$ cat src/logic/nv_access_regs.svh
// constants of the data non-volatile store access controller
// Operation
// - store holds 32 bytes, one byte per access, outside normal memory
// - address register: 5-bit index, bits 7..5 read zero, resets zero
// - data register: full 8-bit read/write, resets zero
// - address and data in bank 0; control at 40H of bank 1
// - write enable low refuses every write cycle
// - setting write start launches a write of data register to address
// - hardware clears write start when the write cycle completes
// - write start without write enable already set does nothing
// - read enable low refuses every read cycle
// - setting read start launches a read of the addressed byte
// - hardware clears read start once data register holds read byte
// - read start without read enable already set is ignored
// - control bit 7 reserved read/write zero; bits 6..4 read zero
// - write start must follow the enabling access directly
// - write duration timed by a timer asynchronous to system clock
// - each completed write raises the write done request
// - read data stays in data register until next read or write
`ifndef NV_ACCESS_REGS_SVH
`define NV_ACCESS_REGS_SVH
`define NV_DIR_BANK 1'b0
`define NV_CTL_BANK 1'b1
`define NV_ADR_OFS 7'h40
`define NV_DAT_OFS 7'h41
`define NV_CTL_OFS 7'h40
`define NV_RD_BIT 0
`define NV_READ_ENABLE_BIT_BIT 1
`define NV_WR_BIT 2
`define NV_WRITE_ENABLE_BIT_BIT 3
`define NV_RSV_BIT 7
`define NV_ADR_RST 5'h00
`define NV_DAT_RST 8'h00
`define NV_BIT_RST 1'b0
`define NV_READ_CYCLES 2
`define NV_WRITE_TICKS 8
`endif

$ cat src/logic/nv_access_pkg.sv
// types of the data non-volatile store access controller
package nv_access_pkg;
  typedef enum logic [1:0] {
    ST_IDLE,
    ST_READ,
    ST_WRITE
  } nv_state_t;
endpackage

$ cat src/logic/nv_access_ctrl.sv
// data non-volatile store access controller with its register set
`timescale 1ns/10ps
`include "nv_access_regs.svh"
module nv_access_ctrl #(
  parameter int READ_CYCLES = `NV_READ_CYCLES,
  parameter int WRITE_TICKS = `NV_WRITE_TICKS
) (
  // clock and reset
  input wire logic sys_clk,
  input wire logic rst_b,
  // write timer source
  input wire logic sub_clk,
  // data memory port, address already resolved by the cpu
  input wire logic dm_bank,
  input wire logic [6:0] dm_addr,
  input wire logic dm_wr,
  input wire logic dm_rd,
  input wire logic [7:0] dm_wdata,
  output logic [7:0] dm_rdata,
  // event to interrupt logic
  output logic nv_write_done_flag
);
  localparam int DEPTH = 32;

  if (READ_CYCLES < 1 || READ_CYCLES > 16)
  begin : g_chk
    $error("nv_access_ctrl: READ_CYCLES out of range");
  end

  function automatic logic hit(input logic bank, input logic [6:0] addr,
                               input logic ref_bank,
                               input logic [6:0] ref_ofs);
    hit = (bank == ref_bank) && (addr == ref_ofs);
  endfunction

  function automatic logic [7:0] ctl_view(input logic rsv, input logic write_enable_bit,
                                          input logic wr, input logic read_enable_bit,
                                          input logic rd);
    ctl_view = {rsv, 3'b000, write_enable_bit, wr, read_enable_bit, rd};
  endfunction

  logic [4:0] addr_r, addr_nxt;
  logic [7:0] data_r, data_nxt;
  logic rsv_r, rsv_nxt;
  logic write_enable_bit_r, write_enable_bit_nxt;
  logic wr_r, wr_nxt;
  logic read_enable_bit_r, read_enable_bit_nxt;
  logic rd_r, rd_nxt;
  logic arm_r, arm_nxt;
  nv_access_pkg::nv_state_t state_r, state_nxt;
  logic [3:0] cnt_r, cnt_nxt;
  logic [4:0] cyc_addr_r, cyc_addr_nxt;
  logic [7:0] cyc_data_r, cyc_data_nxt;
  logic [7:0] rdata_r, rdata_nxt;
  logic done_r, done_nxt;
  // 32 x 8 store, no reset: contents are non-volatile
  logic [7:0] mem [0:DEPTH-1];
  logic [7:0] mem_rd_q;
  logic mem_we;
  logic tmr_start;
  logic tmr_done;
  logic sel_adr, sel_dat, sel_ctl;
  logic wr_go, rd_go;

  assign dm_rdata = rdata_r;
  assign nv_write_done_flag = done_r;
  assign mem_rd_q = mem[cyc_addr_r];

  nv_write_timer #(
    .TICKS(WRITE_TICKS)
  ) u_tmr (
    .sys_clk(sys_clk),
    .rst_b(rst_b),
    .sub_clk(sub_clk),
    .start(tmr_start),
    .done(tmr_done)
  );

  always_comb
  begin
    sel_adr = hit(dm_bank, dm_addr, `NV_DIR_BANK, `NV_ADR_OFS);
    sel_dat = hit(dm_bank, dm_addr, `NV_DIR_BANK, `NV_DAT_OFS);
    sel_ctl = hit(dm_bank, dm_addr, `NV_CTL_BANK, `NV_CTL_OFS);
    addr_nxt = addr_r;
    data_nxt = data_r;
    rsv_nxt = rsv_r;
    write_enable_bit_nxt = write_enable_bit_r;
    wr_nxt = wr_r;
    read_enable_bit_nxt = read_enable_bit_r;
    rd_nxt = rd_r;
    arm_nxt = 1'b0;
    state_nxt = state_r;
    cnt_nxt = cnt_r;
    cyc_addr_nxt = cyc_addr_r;
    cyc_data_nxt = cyc_data_r;
    rdata_nxt = 8'h00;
    done_nxt = 1'b0;
    mem_we = 1'b0;
    tmr_start = 1'b0;
    wr_go = 1'b0;
    rd_go = 1'b0;
    if (dm_wr && sel_adr)
      addr_nxt = dm_wdata[4:0];
    if (dm_wr && sel_dat)
      data_nxt = dm_wdata;
    if (dm_wr && sel_ctl)
    begin
      rsv_nxt = dm_wdata[`NV_RSV_BIT];
      write_enable_bit_nxt = dm_wdata[`NV_WRITE_ENABLE_BIT_BIT];
      read_enable_bit_nxt = dm_wdata[`NV_READ_ENABLE_BIT_BIT];
      // enabling access opens a one-cycle window
      arm_nxt = dm_wdata[`NV_WRITE_ENABLE_BIT_BIT] && !dm_wdata[`NV_WR_BIT];
      if (state_r == nv_access_pkg::ST_IDLE)
      begin
        // write gated by prior enable and window
        wr_go = dm_wdata[`NV_WR_BIT] && dm_wdata[`NV_WRITE_ENABLE_BIT_BIT] &&
                write_enable_bit_r && arm_r;
        // write taken and read start dropped if both starts arrive
        rd_go = !wr_go && dm_wdata[`NV_RD_BIT] &&
                dm_wdata[`NV_READ_ENABLE_BIT_BIT] && read_enable_bit_r;
      end
    end
    case (state_r)
      nv_access_pkg::ST_IDLE:
      begin
        if (wr_go)
        begin
          state_nxt = nv_access_pkg::ST_WRITE;
          wr_nxt = 1'b1;
          cyc_addr_nxt = addr_r;
          cyc_data_nxt = data_r;
          tmr_start = 1'b1;
        end
        else if (rd_go)
        begin
          state_nxt = nv_access_pkg::ST_READ;
          rd_nxt = 1'b1;
          cnt_nxt = 4'(READ_CYCLES - 1);
          cyc_addr_nxt = addr_r;
        end
      end
      nv_access_pkg::ST_READ:
      begin
        // load byte and clear start together
        if (cnt_r == 4'h0)
        begin
          data_nxt = mem_rd_q;
          rd_nxt = 1'b0;
          state_nxt = nv_access_pkg::ST_IDLE;
        end
        else
          cnt_nxt = cnt_r - 4'h1;
      end
      nv_access_pkg::ST_WRITE:
      begin
        if (tmr_done)
        begin
          mem_we = 1'b1;
          wr_nxt = 1'b0;
          done_nxt = 1'b1;
          state_nxt = nv_access_pkg::ST_IDLE;
        end
      end
      default:
        state_nxt = nv_access_pkg::ST_IDLE;
    endcase
    if (dm_rd)
    begin
      if (sel_adr)
        rdata_nxt = {3'b000, addr_r};
      else if (sel_dat)
        rdata_nxt = data_r;
      else if (sel_ctl)
        rdata_nxt = ctl_view(rsv_r, write_enable_bit_r, wr_r, read_enable_bit_r, rd_r);
      else
        rdata_nxt = 8'h00;
    end
  end

  always_ff @(posedge sys_clk or negedge rst_b)
  begin
    if (!rst_b)
    begin
      addr_r <= `NV_ADR_RST;
      data_r <= `NV_DAT_RST;
      rsv_r <= `NV_BIT_RST;
      write_enable_bit_r <= `NV_BIT_RST;
      wr_r <= `NV_BIT_RST;
      read_enable_bit_r <= `NV_BIT_RST;
      rd_r <= `NV_BIT_RST;
      arm_r <= 1'b0;
      state_r <= nv_access_pkg::ST_IDLE;
      cnt_r <= 4'h0;
      cyc_addr_r <= 5'h00;
      cyc_data_r <= 8'h00;
      rdata_r <= 8'h00;
      done_r <= 1'b0;
    end
    else
    begin
      addr_r <= addr_nxt;
      data_r <= data_nxt;
      rsv_r <= rsv_nxt;
      write_enable_bit_r <= write_enable_bit_nxt;
      wr_r <= wr_nxt;
      read_enable_bit_r <= read_enable_bit_nxt;
      rd_r <= rd_nxt;
      arm_r <= arm_nxt;
      state_r <= state_nxt;
      cnt_r <= cnt_nxt;
      cyc_addr_r <= cyc_addr_nxt;
      cyc_data_r <= cyc_data_nxt;
      rdata_r <= rdata_nxt;
      done_r <= done_nxt;
    end
  end

  always_ff @(posedge sys_clk)
  begin
    if (mem_we)
      mem[cyc_addr_r] <= cyc_data_r;
  end
endmodule

$ cat src/logic/nv_write_timer.sv
// write-cycle timer counting sub clock ticks
`timescale 1ns/10ps
`include "nv_access_regs.svh"
module nv_write_timer #(
  parameter int TICKS = `NV_WRITE_TICKS
) (
  // clock and reset
  input wire logic sys_clk,
  input wire logic rst_b,
  // slow timer source, asynchronous
  input wire logic sub_clk,
  // control
  input wire logic start,
  output logic done
);
  localparam int CW = $clog2(TICKS + 1);

  if (TICKS < 1 || TICKS > 65535)
  begin : g_chk
    $error("nv_write_timer: TICKS out of range");
  end

  logic sub_s1_r;
  logic sub_s2_r;
  logic sub_s3_r;
  logic tick;
  logic busy_r, busy_nxt;
  logic done_r, done_nxt;
  logic [CW-1:0] cnt_r, cnt_nxt;

  assign done = done_r;

  // rising sub clock edges, seen after the two-stage synchroniser
  always_comb
  begin
    tick = sub_s2_r & ~sub_s3_r;
    busy_nxt = busy_r;
    cnt_nxt = cnt_r;
    done_nxt = 1'b0;
    if (start)
    begin
      busy_nxt = 1'b1;
      cnt_nxt = CW'(TICKS);
    end
    else if (busy_r && tick)
    begin
      cnt_nxt = cnt_r - CW'(1);
      if (cnt_r == CW'(1))
      begin
        busy_nxt = 1'b0;
        done_nxt = 1'b1;
      end
    end
  end

  always_ff @(posedge sys_clk or negedge rst_b)
  begin
    if (!rst_b)
    begin
      sub_s1_r <= 1'b0;
      sub_s2_r <= 1'b0;
      sub_s3_r <= 1'b0;
      busy_r <= 1'b0;
      cnt_r <= '0;
      done_r <= 1'b0;
    end
    else
    begin
      sub_s1_r <= sub_clk;
      sub_s2_r <= sub_s1_r;
      sub_s3_r <= sub_s2_r;
      busy_r <= busy_nxt;
      cnt_r <= cnt_nxt;
      done_r <= done_nxt;
    end
  end
endmodule

$ cat config.mk
export PLATFORM = sky130hd
export DESIGN_NAME = nv_access_ctrl
export DESIGN_NICKNAME = d
export VERILOG_FILES = /design/src/logic/nv_access_pkg.sv /design/src/logic/nv_access_ctrl.sv /design/src/logic/nv_write_timer.sv
export VERILOG_INCLUDE_DIRS = /design/src /design/src/logic
export SDC_FILE = /design/constraint.sdc
export NUM_CORES = 1
export LEC_CHECK = 0
export ABC_CLOCK_PERIOD_IN_PS = 3300
export BUFFER_PORTS_ARGS = -buffer_cell sky130_fd_sc_hd__buf_2
export CAP_MARGIN = 20
export CORE_MARGIN = 4
export CORE_UTILIZATION = 55
export DETAILED_ROUTE_END_ITERATION = 10
export PLACE_DENSITY = 0.68
export SYNTH_ARGS = -nofsm -noshare
export SYNTH_HDL_FRONTEND = slang
export SYNTH_SLANG_ARGS = --single-unit
$ cat constraint.sdc
create_clock -name sys_clk -period 3.3 [get_ports sys_clk]
set_clock_uncertainty 0.2 [all_clocks]
set_input_delay 0.165 -clock sys_clk [delete_from_list [all_inputs] [get_ports sys_clk]]
set_output_delay 0.165 -clock sys_clk [all_outputs]
set_load 0.02 [all_outputs]
==> impl_metrics.ini <==
[cts]
post_cts.resized_instances = 0
clk_pin_slew_worst_paths_ps = 60
htree_num_levels = 2
numCtsBuffers = 34
post_cts_buffers = 0
cts_root_buf = clkbuf_16
cts_tree = done
cts_buffer_depth = 3
clkSinkCount = 312
ctsHoldBuffers = 22
clk_latency_ps = 500

[timing]
setup_ws_ps = 450.7
finalSetupTns_ps = 0
worst_pin_slew_ps = 937.7
rsz0062_at_grt = no
slew_violations = 0
hold_viol_final = 0
period_share = 0.8634
timing.fmax_mhz = 351.0
setup_viol = 0
period_needed_ps = 2849
relSlewSlack = 0.3749

[setup_path]
cp-end-kind = register
worstPathArrival_ps = 3000
critical_path.max_stage_delay_ps = 740
rr_worst_depth = 6
cp_cell_sequence = buf_4 -> mux2_2 -> a2bb2oi_1 -> o22ai_1 -> nor4_1 -> a32oi_1
path_class = register to register
crit_slowest_cell = dfrtp_4
cp_max_fo = 30
r2r_slack_ps = 450
critPathLaunchType = register
worstPathRequired_ps = 3450

[logic_synthesis]
postSynth.asyncResetShare = 0.1795
syn-num-nets = 751
syn_avg_cell_area_um2 = 17.38
yosysUniqueCellTypes = 64
ys.warnings.count = 0
synthCells = 726
syn_area_um2 = 12620
synth_top_flop_cell = edfxtp_1
synth-edff-count = 256
seq_area_frac_synth = 0.7202
ys_ff_latch = 312

[drt]
num_vias = 7095
ant_nets = 0
routed_wl_um = 29790
drt-pass1-iter-count = 8
vias_per_cell = 6.202
drtIter0Drc = 822
post_drt_wl_per_cell_um = 26.04
drc_errors = 0

[grt]
grt-ovfl-total = 0
grt_max_degree = 43
first_global_vias = 7273
antenna_found_initial = 0
grt_pass1_wl_um = 45550
global_route.usage.total = 0.2373

[status]
status = complete, no violations

[final_layout]
num_antenna_cells = 0
drive_gt1_frac = 0.2352
instances_no_fill = 1144
design_area_um2 = 14760
nets = 859
synthToLayoutAreaGrowth_pct = 16.94

[run]
maxCapViolCount = 0

[placement]
dp_slack_ps = 491.6
place.port_buffers = 29
place_area_um2 = 13330
gp_congestion = 0.9948
hpwl_um = 19390
dp_cells = 1059

[pwr]
powerDensity_nw_per_um2 = 554.8
peakVddDrop_uv = 463.9
leakagePower_nw = 4.575

[min_path]
hold_class = input port to register
hold_depth = 5

[floorplanning]
core.rowCount = 55
start_util = 0.5591
coreArea_um2 = 22570
io_pins = 30
die_y_um = 159.5
die_w_um = 159.5
die_area_um2 = 25430
==> per-stage QoR <==
step	util	total power, W	hold slack, ps
finish	0.6538	0.008188	23.14
CTS	0.6519	0.008261	5.888
detailed placement	0.5904	0.004371	74.83
global placement	0.5880	0.004369	72.95
global route	0.6538	0.008457	34.67
floorplan	-	0.004328	-330.6
==> path summary, 6_finish.rpt <==
check                                           from                         to
min in group asynchronous                      rst_b      dm_rdata[4]$_DFF_PN0_
max reg2reg                cyc_addr_r[1]$_DFFE_PN0P_        data_r[7]$_DFF_PN0_
max in group asynchronous                      rst_b  cyc_addr_r[0]$_DFFE_PN0P_
max                        cyc_addr_r[1]$_DFFE_PN0P_        data_r[7]$_DFF_PN0_
min reg2reg                 u_tmr.sub_s1_r$_DFF_PN0_   u_tmr.sub_s2_r$_DFF_PN0_
min                                       dm_addr[1]           rd_r$_DFFE_PN0P_
==> flip-flops by register name (all words and copies together) (netlist names) <==
name / flops
read_enable_bit_r: 1
u_tmr.busy_r: 1
nv_write_done_flag: 1
rd_r: 1
arm_r: 1
cyc_addr_r: 5
dm_rdata: 8
state_r: 2
u_tmr.done: 1
wr_r: 1
u_tmr.sub_s3_r: 1
cnt_r: 4
u_tmr.sub_s1_r: 1
write_enable_bit_r: 1
cyc_data_r: 8
mem: 256
addr_r: 5
rsv_r: 1
u_tmr.cnt_r: 4
u_tmr.sub_s2_r: 1
data_r: 8
==> area by class of cell <==
| type | count | area (um2) |
|---|---|---|
| sequential | 312 | 9094 |
| fill | 1496 | 7814 |
| multi-input combinational | 374 | 3266 |
| clock buffer | 47 | 994.7 |
| timing repair buffer | 104 | 843.3 |
| tap | 285 | 356.6 |
| clock inverter | 14 | 173.9 |
| inverter | 8 | 30.03 |
==> logic make-up after synthesis <==
kind of cell,count (synthesis),synth area share
AOI/OAI and AO/OA,72,0.04174
xor gates and xnor gates,3,0.002082
adders and majority gates,4,0.003966
buffers and inverters,40,0.02102
DFF,312,0.7202
muxes,123,0.1359
and+or+nand+nor,172,0.07505
==> metal layers <==
| metal | share of wire | GRT usage | wire length, um | vias to the layer above |
|---|---|---|---|---|
| met5 | 0 | 0 | 0 | - |
| met4 | 0.036 | 0.08008 | 1059 | 0 |
| met3 | 0.099 | 0.05462 | 2964 | 70 |
| met2 | 0.47 | 0.3748 | 13950 | 381 |
| met1 | 0.40 | 0.3310 | 11820 | 3548 |
| li1 | - | - | - | 3096 |
==> cells in the final DEF, fill, tap and decap left out, types with 4 or more instances in the layout <==
cell type / count
a2111oi_0: 5
a21oi_1: 8
a22oi_1: 9
a32oi_1: 9
buf_2: 29
buf_4: 48
bufinv_16: 4
clkbuf_1: 8
clkbuf_16: 38
clkinv_2: 6
dfrtp_1: 54
dlygate4sd3_1: 22
edfxtp_1: 256
ha_1: 4
inv_1: 8
mux2_2: 23
mux2i_1: 63
mux4_2: 33
nand2_1: 23
nand2b_1: 13
nand3_1: 6
nor2_1: 64
nor2b_1: 9
nor3_1: 9
nor4_1: 4
o21ai_0: 4
o22ai_1: 14
o32ai_1: 5
or4_1: 5
==> report_power, final <==
part	total (W)	leakage [nW]	internal, W	switching (W)
clock	0.00388	0.573	0.00243	0.00145
sequential	0.00423	2.47	0.00422	0.00000992
combinational	0.0000788	1.53	0.0000374	0.0000414
==> critical path, delay by kind of cell, from the launching register on <==
| kind | cells | cell delay [ps] |
|---|---|---|
| AOI/OAI and AO/OA | 3 | 550 |
| buffers and inverters | 1 | 360 |
| DFF | 1 | 740 |
| muxes | 1 | 370 |
| and+or+nand+nor | 1 | 470 |
==> synthesized netlist by cell type (5+ instances only) <==
cell,count,area [um2]
o32ai_1,5,43.79
clkbuf_1,5,18.77
mux2i_1,63,630.6
a21oi_1,8,40.04
or4_1,5,37.54
buf_4,10,75.07
buf_6,9,101.4
nor3_1,9,45.04
a22oi_1,9,67.56
nand2_1,23,86.33
edfxtp_1,256,7687
buf_2,8,40.04
a2111oi_0,5,43.79
nor2b_1,9,56.30
nor2_1,64,240.2
a32oi_1,9,78.83
nand3_1,6,30.03
nand2b_1,13,81.33
mux4_2,33,743.2
inv_1,8,30.03
dfrtp_1,56,1401
mux2_2,23,259.0
o22ai_1,14,87.58
No activity file was read; power rests on OpenSTA's default activity.
